## src/pkg/crm_params.svh

```systemverilog
/*
 * Register offsets, writable-bit masks, reset values and store geometry
 * for the charger register map.
 * Assumes inclusion by bare name from the design files of this block.
 */
`ifndef CRM_PARAMS_SVH
`define CRM_PARAMS_SVH

// Register byte offsets.
`define CRM_OFS_CHIP_IDENTITY       8'h00
`define CRM_OFS_SILICON_REVISION    8'h01
`define CRM_OFS_DEVICE_STATUS_ONE   8'h02
`define CRM_OFS_CHARGE_TIMER_CTRL   8'h1f
`define CRM_OFS_WEAK_BATTERY_CTRL   8'h20
`define CRM_OFS_INPUT_LIMIT_CTRL    8'h21
`define CRM_OFS_INPUT_LIMIT_RDBK    8'h22
`define CRM_OFS_CONVERTER_CFG_ONE   8'h23
`define CRM_OFS_CONVERTER_CFG_TWO   8'h24
`define CRM_OFS_CHARGER_DETECT_CTRL 8'h25
`define CRM_OFS_RESERVED_HOLE_26    8'h26
`define CRM_OFS_CABLE_DETECT_ONE    8'h27
`define CRM_OFS_CABLE_DETECT_TWO    8'h28
`define CRM_OFS_CABLE_DETECT_THREE  8'h29
`define CRM_OFS_INPUT_LIMIT_VALUE   8'h2a
`define CRM_OFS_INPUT_LIMIT_GATING  8'h2b
`define CRM_OFS_ADAPTIVE_CFG_ONE    8'h2c
`define CRM_OFS_ADAPTIVE_CFG_TWO    8'h2d
`define CRM_OFS_ADAPTIVE_CFG_THREE  8'h2e
`define CRM_OFS_DATA_LINE_SWITCH    8'h2f
`define CRM_OFS_MISC_CONTROL        8'h30
`define CRM_OFS_RESERVED_HOLE_31    8'h31
`define CRM_OFS_RESERVED_HOLE_32    8'h32
`define CRM_OFS_LOW_POWER_CONTROL   8'h33
`define CRM_OFS_RESERVED_HOLE_34    8'h34
`define CRM_OFS_FAULT_OUTPUT_SELECT 8'h35

// Writable bits of each stored register.
`define CRM_WMASK_CHARGE_TIMER_CTRL   8'h7f
`define CRM_WMASK_WEAK_BATTERY_CTRL   8'h04
`define CRM_WMASK_INPUT_LIMIT_CTRL    8'hff
`define CRM_WMASK_CONVERTER_CFG_ONE   8'hf0
`define CRM_WMASK_CONVERTER_CFG_TWO   8'h1f
`define CRM_WMASK_CHARGER_DETECT_CTRL 8'hdf
`define CRM_WMASK_CABLE_DETECT_ONE    8'h1f
`define CRM_WMASK_CABLE_DETECT_TWO    8'hff
`define CRM_WMASK_CABLE_DETECT_THREE  8'h0f
`define CRM_WMASK_INPUT_LIMIT_GATING  8'h1f
`define CRM_WMASK_ADAPTIVE_CFG_ONE    8'h81
`define CRM_WMASK_ADAPTIVE_CFG_TWO    8'hff
`define CRM_WMASK_DATA_LINE_SWITCH    8'h03
`define CRM_WMASK_MISC_CONTROL        8'h01
`define CRM_WMASK_LOW_POWER_CONTROL   8'h81
`define CRM_WMASK_FAULT_OUTPUT_SELECT 8'hc0

// Reset value of every stored control byte.
`define CRM_CTRL_RESET 8'h00

// The stored window of the map and its size in bytes.
`define CRM_STORE_FIRST 8'h1f
`define CRM_STORE_LAST  8'h35
`define CRM_STORE_DEPTH 23

`endif

```

## src/pkg/crm_pkg.sv

```systemverilog
/*
 * Types of the charger register map: status byte, read-only field
 * inputs and the serial slave states.
 * Assumes nothing beyond a SystemVerilog compiler.
 */
package crm_pkg;

    // Device status one, bit 7 down to bit 0.
    typedef struct packed {
        logic system_fault_flag;
        logic input_overvoltage_flag;
        logic input_current_limiting_flag;
        logic system_regulation;
        logic thermal_shutdown;
        logic thermal_warning;
        logic battery_present;
        logic weak_battery_timer_running;
    } crm_status_s;

    // Read-only fields supplied by the charger core.
    typedef struct packed {
        logic [7:0] limit_readback;
        logic [6:0] limit_value;
        logic [4:0] adaptive_timing;
        logic [2:0] weak_battery_stage;
    } crm_ro_s;

    // Serial slave states, Gray coded along the usual path.
    typedef enum logic [3:0] {
        CRM_IDLE      = 4'h0,
        CRM_ADDR      = 4'h1,
        CRM_ADDR_ACK  = 4'h3,
        CRM_REG       = 4'h2,
        CRM_REG_ACK   = 4'h6,
        CRM_WDATA     = 4'h7,
        CRM_WDATA_ACK = 4'h5,
        CRM_RDATA     = 4'h4,
        CRM_RDATA_ACK = 4'hc
    } crm_state_e;

endpackage

```

## src/crm_byte_store.sv

```systemverilog
/*
 * Byte store for the writable control registers, with a registered
 * read port and every word also presented in parallel.
 * Assumes one writer and a read address held stable for a cycle.
 */
`timescale 1ns/10ps
`include "crm_params.svh"

module crm_byte_store #(
    parameter int         WIDTH       = 8,
    parameter int         DEPTH       = `CRM_STORE_DEPTH,
    parameter int         AW          = 5,
    parameter logic [7:0] RESET_VALUE = `CRM_CTRL_RESET
) (
    // Clock and reset.
    input  wire logic                   i_core_clk,
    input  wire logic                   i_reset,
    // Write port.
    input  wire logic                   i_we,
    input  wire logic [AW-1:0]          i_waddr,
    input  wire logic [WIDTH-1:0]       i_wdata,
    // Read port.
    input  wire logic [AW-1:0]          i_raddr,
    output logic      [WIDTH-1:0]       o_rdata,
    // All words side by side.
    output logic      [DEPTH*WIDTH-1:0] o_flat
);

    logic [WIDTH-1:0] words [DEPTH];

    // Each word loads on its own write select.
    for (genvar g = 0; g < DEPTH; g++) begin : g_word
        always_ff @(posedge i_core_clk) begin
            if (i_reset) begin
                words[g] <= RESET_VALUE[WIDTH-1:0];
            end else if (i_we && (i_waddr == AW'(g))) begin
                words[g] <= i_wdata;
            end
        end
        assign o_flat[g*WIDTH +: WIDTH] = words[g];
    end

    // Read data leaves a register; out-of-range reads give zero.
    always_ff @(posedge i_core_clk) begin
        if (i_reset) begin
            o_rdata <= '0;
        end else if (int'(i_raddr) < DEPTH) begin
            o_rdata <= words[i_raddr];
        end else begin
            o_rdata <= '0;
        end
    end

endmodule

```

## src/crm_register_map.sv

```systemverilog
/*
 * Register map of the charger: serial two-wire slave, identity and
 * revision bytes, device status one and the upper control registers.
 * Assumes SCL and SDA are synchronous to i_core_clk and that each SCL
 * phase lasts at least two core clock cycles.
 */
`timescale 1ns/10ps
`include "crm_params.svh"

module crm_register_map #(
    parameter logic [6:0] SLAVE_ADDR = 7'h2a,
    parameter logic [7:0] CHIP_ID    = 8'h5a, // Arbitrary value.
    parameter logic [3:0] REV_UPPER  = 4'h1,  // Arbitrary value.
    parameter logic [3:0] REV_LOWER  = 4'h2,  // Arbitrary value.
    parameter int         DEPTH      = `CRM_STORE_DEPTH
) (
    // Clock and reset.
    input  wire logic                  i_core_clk,
    input  wire logic                  i_reset,
    // Two-wire serial bus, open drain data.
    input  wire logic                  i_scl,
    input  wire logic                  i_sda,
    output logic                       o_sda,
    output logic                       o_sda_oe_n,
    // Charger core state.
    input  wire logic                  i_write_lock_setting,
    input  wire crm_pkg::crm_status_s  i_status,
    input  wire crm_pkg::crm_ro_s      i_readonly,
    // Control bytes and latched fault.
    output logic      [DEPTH*8-1:0]    o_control,
    output logic                       o_system_fault_flag
);

    localparam int AW = $clog2(DEPTH);

    crm_pkg::crm_state_e  state;
    crm_pkg::crm_status_s status_one;
    logic       scl_q;
    logic       sda_q;
    logic [2:0] bit_cnt;
    logic [7:0] shift;
    logic [7:0] tx;
    logic [7:0] pointer;
    logic [7:0] rel_index;
    logic [7:0] rd_byte;
    logic [7:0] in_byte;
    logic [7:0] store_rdata;
    logic       is_read;
    logic       ack_half;
    logic       sda_drive;
    logic       scl_rise;
    logic       scl_fall;
    logic       bus_start;
    logic       bus_stop;
    logic       wr_fire;
    logic       rd_done;
    logic       store_we;
    logic       clear_when_read;

    // True for offsets held in the byte store.
    function automatic logic in_store(input logic [7:0] addr);
        return (addr >= `CRM_STORE_FIRST) && (addr <= `CRM_STORE_LAST);
    endfunction

    // Writable bits of a stored offset; zero for read-only or holes.
    function automatic logic [7:0] wr_mask(input logic [7:0] addr);
        case (addr)
            `CRM_OFS_CHARGE_TIMER_CTRL:   return `CRM_WMASK_CHARGE_TIMER_CTRL;
            `CRM_OFS_WEAK_BATTERY_CTRL:   return `CRM_WMASK_WEAK_BATTERY_CTRL;
            `CRM_OFS_INPUT_LIMIT_CTRL:    return `CRM_WMASK_INPUT_LIMIT_CTRL;
            `CRM_OFS_CONVERTER_CFG_ONE:   return `CRM_WMASK_CONVERTER_CFG_ONE;
            `CRM_OFS_CONVERTER_CFG_TWO:   return `CRM_WMASK_CONVERTER_CFG_TWO;
            `CRM_OFS_CHARGER_DETECT_CTRL:
                return `CRM_WMASK_CHARGER_DETECT_CTRL;
            `CRM_OFS_CABLE_DETECT_ONE:    return `CRM_WMASK_CABLE_DETECT_ONE;
            `CRM_OFS_CABLE_DETECT_TWO:    return `CRM_WMASK_CABLE_DETECT_TWO;
            `CRM_OFS_CABLE_DETECT_THREE:  return `CRM_WMASK_CABLE_DETECT_THREE;
            `CRM_OFS_INPUT_LIMIT_GATING:  return `CRM_WMASK_INPUT_LIMIT_GATING;
            `CRM_OFS_ADAPTIVE_CFG_ONE:    return `CRM_WMASK_ADAPTIVE_CFG_ONE;
            `CRM_OFS_ADAPTIVE_CFG_TWO:    return `CRM_WMASK_ADAPTIVE_CFG_TWO;
            `CRM_OFS_DATA_LINE_SWITCH:    return `CRM_WMASK_DATA_LINE_SWITCH;
            `CRM_OFS_MISC_CONTROL:        return `CRM_WMASK_MISC_CONTROL;
            `CRM_OFS_LOW_POWER_CONTROL:   return `CRM_WMASK_LOW_POWER_CONTROL;
            `CRM_OFS_FAULT_OUTPUT_SELECT:
                return `CRM_WMASK_FAULT_OUTPUT_SELECT;
            default:                      return 8'h00;
        endcase
    endfunction

    // Offsets that turn read-only while the write lock is set.
    function automatic logic lock_applies(input logic [7:0] addr);
        return (addr == `CRM_OFS_CHARGE_TIMER_CTRL) ||
               (addr == `CRM_OFS_WEAK_BATTERY_CTRL);
    endfunction

    // Bus line history for edge, start and stop detection.
    always_ff @(posedge i_core_clk) begin
        if (i_reset) begin
            scl_q <= 1'b1;
            sda_q <= 1'b1;
        end else begin
            scl_q <= i_scl;
            sda_q <= i_sda;
        end
    end

    // Bus events and the byte being completed on this rising edge.
    assign scl_rise  = i_scl & ~scl_q;
    assign scl_fall  = ~i_scl & scl_q;
    assign bus_start = i_scl & scl_q & sda_q & ~i_sda;
    assign bus_stop  = i_scl & scl_q & ~sda_q & i_sda;
    assign in_byte   = {shift[6:0], i_sda};
    assign wr_fire   = (state == crm_pkg::CRM_WDATA) & scl_rise &
                       (bit_cnt == 3'h7);
    assign rd_done   = (state == crm_pkg::CRM_RDATA) & scl_fall &
                       (bit_cnt == 3'h7);

    // Writes keep only writable bits and skip locked registers.
    assign store_we = wr_fire & in_store(pointer) &
                      (wr_mask(pointer) != 8'h00) &
                      ~(i_write_lock_setting & lock_applies(pointer));
    assign rel_index = pointer - `CRM_STORE_FIRST;

    // A completed read of status one clears the latched fault.
    assign clear_when_read = rd_done &
                             (pointer == `CRM_OFS_DEVICE_STATUS_ONE);

    // Serial slave sequencing, pointer and data line drive.
    always_ff @(posedge i_core_clk) begin
        if (i_reset) begin
            state     <= crm_pkg::CRM_IDLE;
            bit_cnt   <= 3'h0;
            shift     <= 8'h00;
            tx        <= 8'h00;
            pointer   <= 8'h00;
            is_read   <= 1'b0;
            ack_half  <= 1'b0;
            sda_drive <= 1'b0;
        end else if (bus_stop) begin
            state     <= crm_pkg::CRM_IDLE;
            ack_half  <= 1'b0;
            sda_drive <= 1'b0;
        end else if (bus_start) begin
            state     <= crm_pkg::CRM_ADDR;
            bit_cnt   <= 3'h0;
            ack_half  <= 1'b0;
            sda_drive <= 1'b0;
        end else begin
            case (state)
                crm_pkg::CRM_ADDR, crm_pkg::CRM_REG,
                crm_pkg::CRM_WDATA: begin
                    if (scl_rise) begin
                        shift   <= in_byte;
                        bit_cnt <= bit_cnt + 3'h1;
                        if (bit_cnt == 3'h7) begin
                            if (state == crm_pkg::CRM_ADDR) begin
                                is_read <= i_sda;
                                state   <= (shift[6:0] == SLAVE_ADDR) ?
                                           crm_pkg::CRM_ADDR_ACK :
                                           crm_pkg::CRM_IDLE;
                            end else if (state == crm_pkg::CRM_REG) begin
                                pointer <= in_byte;
                                state   <= crm_pkg::CRM_REG_ACK;
                            end else begin
                                pointer <= pointer + 8'h01;
                                state   <= crm_pkg::CRM_WDATA_ACK;
                            end
                        end
                    end
                end
                crm_pkg::CRM_ADDR_ACK, crm_pkg::CRM_REG_ACK,
                crm_pkg::CRM_WDATA_ACK: begin
                    if (scl_fall && !ack_half) begin
                        ack_half  <= 1'b1;
                        sda_drive <= 1'b1;
                    end else if (scl_fall) begin
                        ack_half  <= 1'b0;
                        sda_drive <= 1'b0;
                        if (state == crm_pkg::CRM_ADDR_ACK && is_read) begin
                            tx        <= rd_byte;
                            sda_drive <= ~rd_byte[7];
                            state     <= crm_pkg::CRM_RDATA;
                        end else if (state == crm_pkg::CRM_ADDR_ACK) begin
                            state <= crm_pkg::CRM_REG;
                        end else begin
                            state <= crm_pkg::CRM_WDATA;
                        end
                    end
                end
                crm_pkg::CRM_RDATA: begin
                    if (scl_fall) begin
                        bit_cnt <= bit_cnt + 3'h1;
                        if (bit_cnt == 3'h7) begin
                            sda_drive <= 1'b0;
                            pointer   <= pointer + 8'h01;
                            state     <= crm_pkg::CRM_RDATA_ACK;
                        end else begin
                            tx        <= {tx[6:0], 1'b0};
                            sda_drive <= ~tx[6];
                        end
                    end
                end
                crm_pkg::CRM_RDATA_ACK: begin
                    if (scl_rise && i_sda) begin
                        state <= crm_pkg::CRM_IDLE;
                    end else if (scl_rise) begin
                        ack_half <= 1'b1;
                    end else if (scl_fall && ack_half) begin
                        ack_half  <= 1'b0;
                        tx        <= rd_byte;
                        sda_drive <= ~rd_byte[7];
                        state     <= crm_pkg::CRM_RDATA;
                    end
                end
                crm_pkg::CRM_IDLE: begin
                    ack_half <= 1'b0;
                end
                default: begin
                    state     <= crm_pkg::CRM_IDLE;
                    sda_drive <= 1'b0;
                end
            endcase
        end
    end

    // Status one: live flags follow the core, system fault latches.
    always_ff @(posedge i_core_clk) begin
        if (i_reset) begin
            status_one <= '0;
        end else begin
            status_one.input_overvoltage_flag <=
                i_status.input_overvoltage_flag;
            status_one.input_current_limiting_flag <=
                i_status.input_current_limiting_flag;
            status_one.weak_battery_timer_running <=
                i_status.weak_battery_timer_running;
            status_one.system_regulation <= i_status.system_regulation;
            status_one.thermal_shutdown  <= i_status.thermal_shutdown;
            status_one.thermal_warning   <= i_status.thermal_warning;
            status_one.battery_present   <= i_status.battery_present;
            // A new undervoltage wins over a clear in the same cycle.
            if (i_status.system_fault_flag) begin
                status_one.system_fault_flag <= 1'b1;
            end else if (clear_when_read) begin
                status_one.system_fault_flag <= 1'b0;
            end
        end
    end

    // Byte presented for the next read at the current pointer.
    always_comb begin
        rd_byte = 8'h00;
        case (pointer)
            `CRM_OFS_CHIP_IDENTITY:     rd_byte = CHIP_ID;
            `CRM_OFS_SILICON_REVISION:  rd_byte = {REV_UPPER, REV_LOWER};
            `CRM_OFS_DEVICE_STATUS_ONE: rd_byte = status_one;
            `CRM_OFS_INPUT_LIMIT_RDBK:  rd_byte = i_readonly.limit_readback;
            `CRM_OFS_INPUT_LIMIT_VALUE:
                rd_byte = {1'b0, i_readonly.limit_value};
            `CRM_OFS_ADAPTIVE_CFG_THREE:
                rd_byte = {3'h0, i_readonly.adaptive_timing};
            `CRM_OFS_WEAK_BATTERY_CTRL:
                rd_byte = {i_readonly.weak_battery_stage, 5'h00} |
                          (store_rdata & wr_mask(pointer));
            default: begin
                if (in_store(pointer)) begin
                    rd_byte = store_rdata & wr_mask(pointer);
                end
            end
        endcase
    end

    // Writable control bytes.
    crm_byte_store #(
        .WIDTH       (8),
        .DEPTH       (DEPTH),
        .AW          (AW),
        .RESET_VALUE (`CRM_CTRL_RESET)
    ) u_store (
        .i_core_clk (i_core_clk),
        .i_reset    (i_reset),
        .i_we       (store_we),
        .i_waddr    (rel_index[AW-1:0]),
        .i_wdata    (in_byte & wr_mask(pointer)),
        .i_raddr    (rel_index[AW-1:0]),
        .o_rdata    (store_rdata),
        .o_flat     (o_control)
    );

    // Open drain data line: only ever pulls low.
    assign o_sda               = 1'b0;
    assign o_sda_oe_n          = ~sda_drive;
    assign o_system_fault_flag = status_one.system_fault_flag;
endmodule

```

## config.mk

```make
export PLATFORM = sky130hd
export DESIGN_NAME = crm_register_map
export DESIGN_NICKNAME = d
export VERILOG_FILES = /design/src/pkg/crm_pkg.sv /design/src/crm_byte_store.sv /design/src/crm_register_map.sv
export VERILOG_INCLUDE_DIRS = /design/src /design/src/pkg
export SDC_FILE = /design/constraint.sdc
export NUM_CORES = 1
export LEC_CHECK = 0
export ABC_AREA = 0
export BUFFER_PORTS_ARGS = -buffer_cell sky130_fd_sc_hd__buf_2
export CORE_UTILIZATION = 51
export CTS_CLUSTER_DIAMETER = 200
export DETAILED_ROUTE_END_ITERATION = 10
export PLACE_DENSITY = 0.77
export SYNTH_ARGS = -nofsm -noshare
export SYNTH_HDL_FRONTEND = slang
export SYNTH_HIERARCHICAL = 1
export SYNTH_SLANG_ARGS = --single-unit
```

## constraint.sdc

```tcl
create_clock -name i_core_clk -period 3.1 [get_ports i_core_clk]
set_input_delay 0.62 -clock i_core_clk [delete_from_list [all_inputs] [get_ports i_core_clk]]
set_output_delay 0.62 -clock i_core_clk [all_outputs]
set_load 0.05 [all_outputs]
```

# == Word level (Yosys, flattened, before mapping) ==
# Memories as Yosys holds them, arrays and structs flattened. A register that Yosys moved wholly into a read port is not among the register bits.
# Cells that the tools add are included.
# word_totals
ff_bits,42
ram_bits,184
mem_bits_ro,2048
in_bits,36
out_inout_bits,187
elab_cells,370
n_memories,5
# op_classes
addsub,3
magnitude_cmp,3
n_eq_ne,64
mux,164
n_bitwise,56
n_reduce_logical,56
# mem_list
memory,depth,width,read_ports,rd_clocked_by_memory_dff,wr,line,rtl
(name not given),64,8,1,1,0,crm_register_map.sv:67,case (addr)
(name not given),64,8,1,1,0,crm_register_map.sv:67,
(name not given),64,8,1,1,0,crm_register_map.sv:67,
(name not given),64,8,1,1,0,crm_register_map.sv:67,
u_store.words,23,8,24,1,23,crm_byte_store.sv:29,logic [WIDTH-1:0] words [DEPTH];
# op_table
operator,n
8-bit 2-to-1 mux,37
1-bit 2-to-1 mux,87
7-bit 2-to-1 mux,8
8-bit case mux with 7 select lines,1
6-bit 2-to-1 mux,8
"5-bit by 4-bit == test with 1-bit output, second input constant",8
4-bit 2-to-1 mux,9
"5-bit == test, second input constant",7
"8-bit by 6-bit == test with 1-bit output, second input constant",4
"3-bit != test, second input constant",10
1-bit logical AND,28
"2-bit != test, second input constant",13
8-bit AND,3
1-bit bitwise OR,23
7-bit case mux with 3 select lines,1
"5-bit by 3-bit == test with 1-bit output, second input constant",4
4-bit case mux with 5 select lines,1
3-bit 2-to-1 mux,6
9-bit AND reduction,2
1-bit AND,16
"4-bit by 3-bit == test with 1-bit output, second input constant",4
8-bit case mux with 2 select lines,1
1-bit inverter,13
4-bit AND reduction,3
38 further kinds,49

# == Longest topological paths before layout ==
# Gate-level depths: netlist of the first run.
# logic_depth
ltp_word,12
depth_mapped,12
ltp_nobuf,10

# == Cells and area by module ==
# The synthesis of the first run kept the hierarchy.
# modules_own_cells
mod,instances,cells_each,area_each_um2,seq_area_each_um2
crm_byte_store,1,632,8996.1,5685.5
crm_register_map,1,442,3504.6,1001.0

# == Worst setup path before layout of the first run ==
# No wires, ideal clock.
# synth_timing
path_type,register to register
start,reg pointer[0]
end,mem u_store.words[15][0] (enable)
setup_ns,0.384
arrival_ns,2.730
required_ns,2.716
slack_ns,-0.014
stages_incl_launch_ff,10
n_path_buf,0
period_less_slack_ns,3.114
path_cell_list,dfxtp_1 -> inv_1 -> ha_1 -> nor2_1 -> a21oi_1 -> o221ai_1 -> a2111oi_0 -> nor2b_1 -> nand3_1 -> o21ai_0
# synth_rtl
element,line,rtl
from (decl),crm_register_map.sv:43,logic [7:0] pointer;
from (signal assigned),crm_register_map.sv:162,pointer <= in_byte;
from (signal assigned),crm_register_map.sv:165,pointer <= pointer + 8'h01;
from (signal assigned),crm_register_map.sv:195,pointer <= pointer + 8'h01;
to (decl),crm_byte_store.sv:29,

==> metrics, run 1 <==
post-DR vias/cell about 6; FF+latch count, synth between 200 and 250; Worst Hold Slack ~310 ps; average size of a mapped cell around 12 um^2; crit-path max cell delay 750 ps; Worst-path clk slew around 60 ps; Setup crit start kind flip-flop; number of distinct library cells after synthesis 89; Final Cell Area between 15000 and 20000 um^2; IO buf count 221; Cell Area, Placed 14500 um^2; H-tree depth 1; Final min period just under 3000 ps; # Post-CTS Setup Buffers 0; Hold EP status_one[6]; setup TNS 0 ps; DRT Pass-1 Iters 5; Worst Hold Depth 2; Relative slew margins a little under a third; Resized cells post-CTS 0; layout cell share with drive strength beyond 1 between 30% and 40%; Area Growth Syn to Fin 23.46%; WL final approximately 37000 um; Nets approximately 1400; dpl hpwl approximately 26000 um; Max clock buf depth 3; kind of critical path flip-flop to flip-flop; Place WS between 100 and 150 ps; DR vias about 10000; Hold Crit Start i_status[6]; Hold Path Class input pin to flip-flop; Placer Congestion ~0.96; global-route wire length before repair about 55000 um; number of global-route vias before repair between 9000 and 10000; status finished clean; critical path's slowest cell dfxtp_1; wire length per cell 22.24 um; Worst Slack Setup Final about 180 ps; period utilisation layout a little over nine tenths; TritonCTS clock tree yes; ys async rst share 0%; crit-path cells xnor2_1 > a32oi_1 > buf_4 > o31ai_4 > a31oi_2 > a211oi_4 > nor3_4 > nand4_1 > o211ai_1; top_reg_cell synth edfxtp_1; Synth Warn # 6; largest net degree at the start of global routing 67; worst ir drop on vdd about 0.00034 V; setup violators final 0; worst reg-to-reg path cell count 9; Post-synth EDFFs approximately 180; number of buffers created by CTS 26; Gate Count Post-Synth approximately 1100; worst skew pair latency between 500 and 600 ps; R2R setup slack around 180 ps; residual DRC count 0; Worst EP arrival 3360 ps; DIE HEIGHT 158.6 um; PD cells 515.5 nW/um^2; Max Cap Viol 0; Sink Count roughly 240; starting density of the core a little over half; GRT overflow 0; FP Rows 56; LEAKAGE 0.006117 uW; Hold-fix buffers, CTS 0; initial antenna violation count 0; Die X about 160 um; Post-Synthesis Net Count roughly 1100; Setup Skew 30.01 ps; final count of hold timing violations 0; io pins between 200 and 250; GRT Total Usage 29.85%; n_diodes 0; required time worst endpoint around 3500 ps; Core Util, Final between 60% and 70%; Critical Path Sink Type flip-flop; Detailed Route Iter0 Violations about 1000; Post-Syn Area between 10000 and 15000 um^2; f_max roughly 340 MHz; Final ANT Viol Nets 0; CORE AREA 23750 um^2; Final Max Tran Viols 0; die footprint ~25000 um^2; Worst Path Max Fanout 15; Root Driver clkbuf_16; RSZ-0062 raised after global routing false; post-synthesis sequential area ratio between 50 and 60%; Worst-Margin Slew approximately 1000 ps; R2R Path Start state[2]
[layout make-up]
class,count,area [um^2]
repair buffers,309,1992
flip-flops and latches,242,6686
clock inverters,17,234.0
multi-input cells,747,5380
well taps,319,399.1
inverters,13,52.55
fillers,1795,8319
clock buffers,31,689.4
[flip-flops by register name (all words and copies together) (netlist names), named ones only]
name and count:
u_store/words 184, pointer 8, u_store/o_rdata 8, shift 7, status_one 7, tx 7, state 4, bit_cnt 3
ack_half 1, is_read 1, o_system_fault_flag 1, scl_q 1, sda_drive 1, sda_q 1
[cells by family (layout without fill, tap and decap cells)]
| family | after synthesis | in the layout | synth area share (%) |
|---|---|---|---|
| AND/OR/NAND/NOR | 491 | 491 | 21.80 |
| flip-flops | 242 | 242 | 53.49 |
| AO/OA/AOI/OAI | 165 | 165 | 9.479 |
| buffers and inverters | 85 | 370 | 3.673 |
| multiplexers | 75 | 75 | 10.24 |
| XOR/XNOR | 9 | 9 | 0.6906 |
| adder cells (fa/ha/maj) | 6 | 6 | 0.6005 |
| other | 1 | 1 | 0.03000 |
[worst max-delay path by stage]
| stage | startpoint | to | depth (start not counted) |
|---|---|---|---|
| floorplan | pointer[0] | u_store/words[13][0] | 9 |
| global placement | i_scl | u_store/words[15][0] | 9 |
| detailed placement | i_scl | u_store/words[0][7] | 11 |
| CTS | pointer[0] | u_store/words[0][0] | 12 |
| global route | state[1] | flip-flop | 8 |
| finish | state[2] | flip-flop | 9 |
[critical path: cells and delay by family, from the launching register on]
family	cells	cell delay, ps
flip-flops	1	750
XOR/XNOR	1	190
buffers and inverters	1	260
AO/OA/AOI/OAI	5	980
AND/OR/NAND/NOR	2	660
[power by group]
group          total [uW]  leakage, uW  switching (uW)  internal, uW
clock                3310     0.000443            1300          2010
sequential           3720      0.00222            98.8          3620
combinational         927      0.00346             685           242
total                7960      0.00612            2080          5870
[synth_stat cells, drive strengths merged (4+ instances only)]
| cell type | count | area (um^2) |
|---|---|---|
| and2 | 186 | 1166 |
| edfxtp | 184 | 5525 |
| nand2 | 89 | 341.6 |
| nor2 | 69 | 271.5 |
| dfxtp | 58 | 1161 |
| clkbuf | 45 | 172.7 |
| mux4 | 36 | 863.3 |
| nand3 | 33 | 165.2 |
| o21ai | 33 | 165.2 |
| a21oi | 32 | 160.2 |
| buf | 27 | 235.2 |
| mux2i | 27 | 270.3 |
| nand2b | 23 | 143.9 |
| and3 | 22 | 137.6 |
| o211ai | 22 | 170.2 |
| o22ai | 18 | 118.9 |
| nor2b | 17 | 113.9 |
| nor3 | 14 | 81.33 |
| inv | 13 | 51.31 |
| nor4 | 13 | 93.84 |
| mux2 | 12 | 146.4 |
| a31oi | 8 | 56.30 |
| ha | 6 | 75.07 |
| nand4 | 6 | 37.54 |
| nor3b | 6 | 45.04 |
| a221oi | 5 | 67.57 |
| a22oi | 5 | 37.54 |
| a32oi | 5 | 43.79 |
| o31a | 5 | 53.81 |
| o31ai | 5 | 56.30 |
| xnor2 | 5 | 51.30 |
| xor2 | 4 | 35.03 |
[routing by layer]
metal	global-route usage [%]	vias to the layer above	share of wire, %
li1	-	4481	-
met1	41.71	4796	40
met2	46.18	648	45
met3	5.444	85	11
met4	11.77	0	3.8
met5	0	-	0
[per-stage QoR]
step	power (uW)	cells
3_5_place_dp	4703	1630
5_1_grt	8165	1678
3_3_place_gp	4698	1630
2_1_floorplan	4401	1074
4_1_cts	7993	1678
6_report	7956	1678
[placed cells by master (no fill, tap or decap), types with 23 or more instances in the layout]
cell type	n
and2_1	185
nor2_1	65
dfxtp_1	58
nand3_1	33
nand2_1	86
buf_2	221
mux2i_1	27
o21ai_0	25
nand2b_1	23
edfxtp_1	184
buf_4	70
clkbuf_16	26
a21oi_1	32
Power figures use the tool's default switching activity.
==> run 2: changes to the inputs <==
- BUFFER_PORTS_ARGS: -buffer_cell sky130_fd_sc_hd__buf_2 -> -buffer_cell sky130_fd_sc_hd__clkbuf_2
==> metrics, run 2 (synthesized netlist as in run 1, its figures left out) <==
status finished clean; Place WS 115.6 ps; Root Driver clkbuf_16; Worst Slack Setup Final approximately 260 ps; global-route wire length before repair around 55000 um; DRT Pass-1 Iters 6; RSZ-0062 raised after global routing false; worst reg-to-reg path cell count 12; starting density of the core 52.63%; GRT overflow 0; Worst EP arrival ~3200 ps; Max Cap Viol 0; largest net degree at the start of global routing 67; LEAKAGE roughly 0.006 uW; GRT Total Usage 29.66%; die footprint between 20000 and 30000 um^2; number of buffers created by CTS 26; Worst-path clk slew about 60 ps; crit-path max cell delay 420 ps; most used cell along the critical path buf_4; Worst Path Max Fanout 8; Sink Count about 240; Top reg by flops u_store/words; crit-path cells clkinv_2 > ha_1 > nand3_1 > o22ai_1 > a2111oi_1 > buf_4 > nor2b_2 > nand2_1 > buf_4 > nor2_1 > buf_4 > and2_1; DIE HEIGHT 158.6 um; PD cells a little over 500 nW/um^2; biggest regs u_store/words: 184 flops, pointer: 8 flops, u_store/o_rdata: 8 flops; layout cell share with drive strength beyond 1 ~30%; Power, Total slightly below 8000 uW; Placer Congestion roughly 0.95; final count of hold timing violations 0; crit path buf inv count 4; FP Rows 56; worst skew pair latency approximately 540 ps; Area Growth Syn to Fin 22.97%; DR vias 9913; setup violators final 0; Max clock buf depth 3; Detailed Route Iter0 Violations between 1000 and 1500; TritonCTS clock tree yes; Setup Skew 20.28 ps; Hold-fix buffers, CTS 0; post-DR vias/cell between 5 and 6; required time worst endpoint 3490 ps; CORE AREA about 24000 um^2; R2R Path Start pointer[0]; Worst-Margin Slew 957.9 ps; Crit Reg-Reg Endpoint u_store/words[0][3]; Setup crit start kind flip-flop; worst setup path endpoint u_store/words[0][3]; Hold Path Class input pin to flip-flop; initial antenna violation count 1; critical path's slowest cell dfxtp_1; IO buf count about 220; residual DRC count 0; Critical Path Sink Type flip-flop; commonest non-fill, non-tap cells in the layout clkbuf_2 (221), and2_1 (185), edfxtp_1 (184); most common cell after layout, fill and taps aside clkbuf_2; worst ir drop on vdd approximately 0.00043 V; Final ANT Viol Nets 0; kind of critical path flip-flop to flip-flop; Final Max Tran Viols 0; CP startpoint pointer[0]; delay-heaviest family, CP simple AND/OR/NAND/NOR gates; Nets 1381; WL final 36920 um; wire length per cell approximately 22 um; R2R setup slack between 200 and 300 ps; io pins ~220; dpl hpwl ~26000 um; Die X around 160 um; n_diodes 0; WP depth 12; number of global-route vias before repair about 9400; max reg flops 184; Relative slew margins approximately 36%; setup TNS 0 ps; period utilisation layout about nine tenths; H-tree depth 1; f_max approximately 350 MHz; Final min period roughly 2800 ps
## run 2: stage by stage
step | area, um^2 | util (%) | hold slack [ps] | cells
floorplan | 12500 | - | 432.1 | 1074
global placement | 14500 | 61.06 | 440.1 | 1630
detailed placement | 14500 | 61.06 | 446.6 | 1630
CTS | 15360 | 64.69 | 288.4 | 1677
global route | 15370 | 64.72 | 315.3 | 1677
finish | 15370 | 64.72 | 294.3 | 1677
## run 2: power breakdown
group	switching [uW]	internal, uW
Combinational	685	240
Sequential	102	3620
Clock	1250	1910
## run 2: routing by layer
metal / wire (um) / part of all wire (%) / track usage, % / vias up
met5: 0 / 0 / 0 / -
met4: 1424 / 3.9 / 11.49 / 0
li1: - / - / - / 4482
met2: 16460 / 45 / 45.22 / 568
met1: 15030 / 41 / 41.74 / 4775
met3: 3994 / 11 / 5.906 / 88
## run 2: how the worst min path moves through the flow
stage | start | end | cells after the start
floorplan | tx[1] | tx[1] | 2
detailed placement | tx[1] | tx[1] | 2
global route | i_status[6] | status_one[6] | 2
CTS | i_status[6] | status_one[6] | 2
global placement | tx[5] | tx[5] | 2
finish | i_status[6] | status_one[6] | 2
## run 2: what timing repair did
| action | CTS | global route |
|---|---|---|
| endpoints found under the setup margin | 0 | 51 |
| gates resized for setup | 0 | 4 |
| buffers inserted | 0 | 0 |
| hold endpoints to repair | 0 | 0 |
## run 2: cell type report
type / count / area (um^2)
Sequential cell: 242 / 6688
Fill cell: 1831 / 8381
Clock buffer: 34 / 701.9
Timing Repair Buffer: 309 / 1992
Inverter: 13 / 52.55
Multi-Input combinational cell: 747 / 5380
Clock inverter: 13 / 158.9
Tap cell: 319 / 399.1
## run 2: worst register-to-register path, stage by stage (launching register included)
cell       delay [ps]
dfxtp_1           420
clkinv_2          130
ha_1              270
nand3_1           160
o22ai_1           110
a2111oi_1         410
buf_4             220
nor2b_2           220
nand2_1           140
buf_4             170
nor2_1            110
buf_4             170
and2_1            160
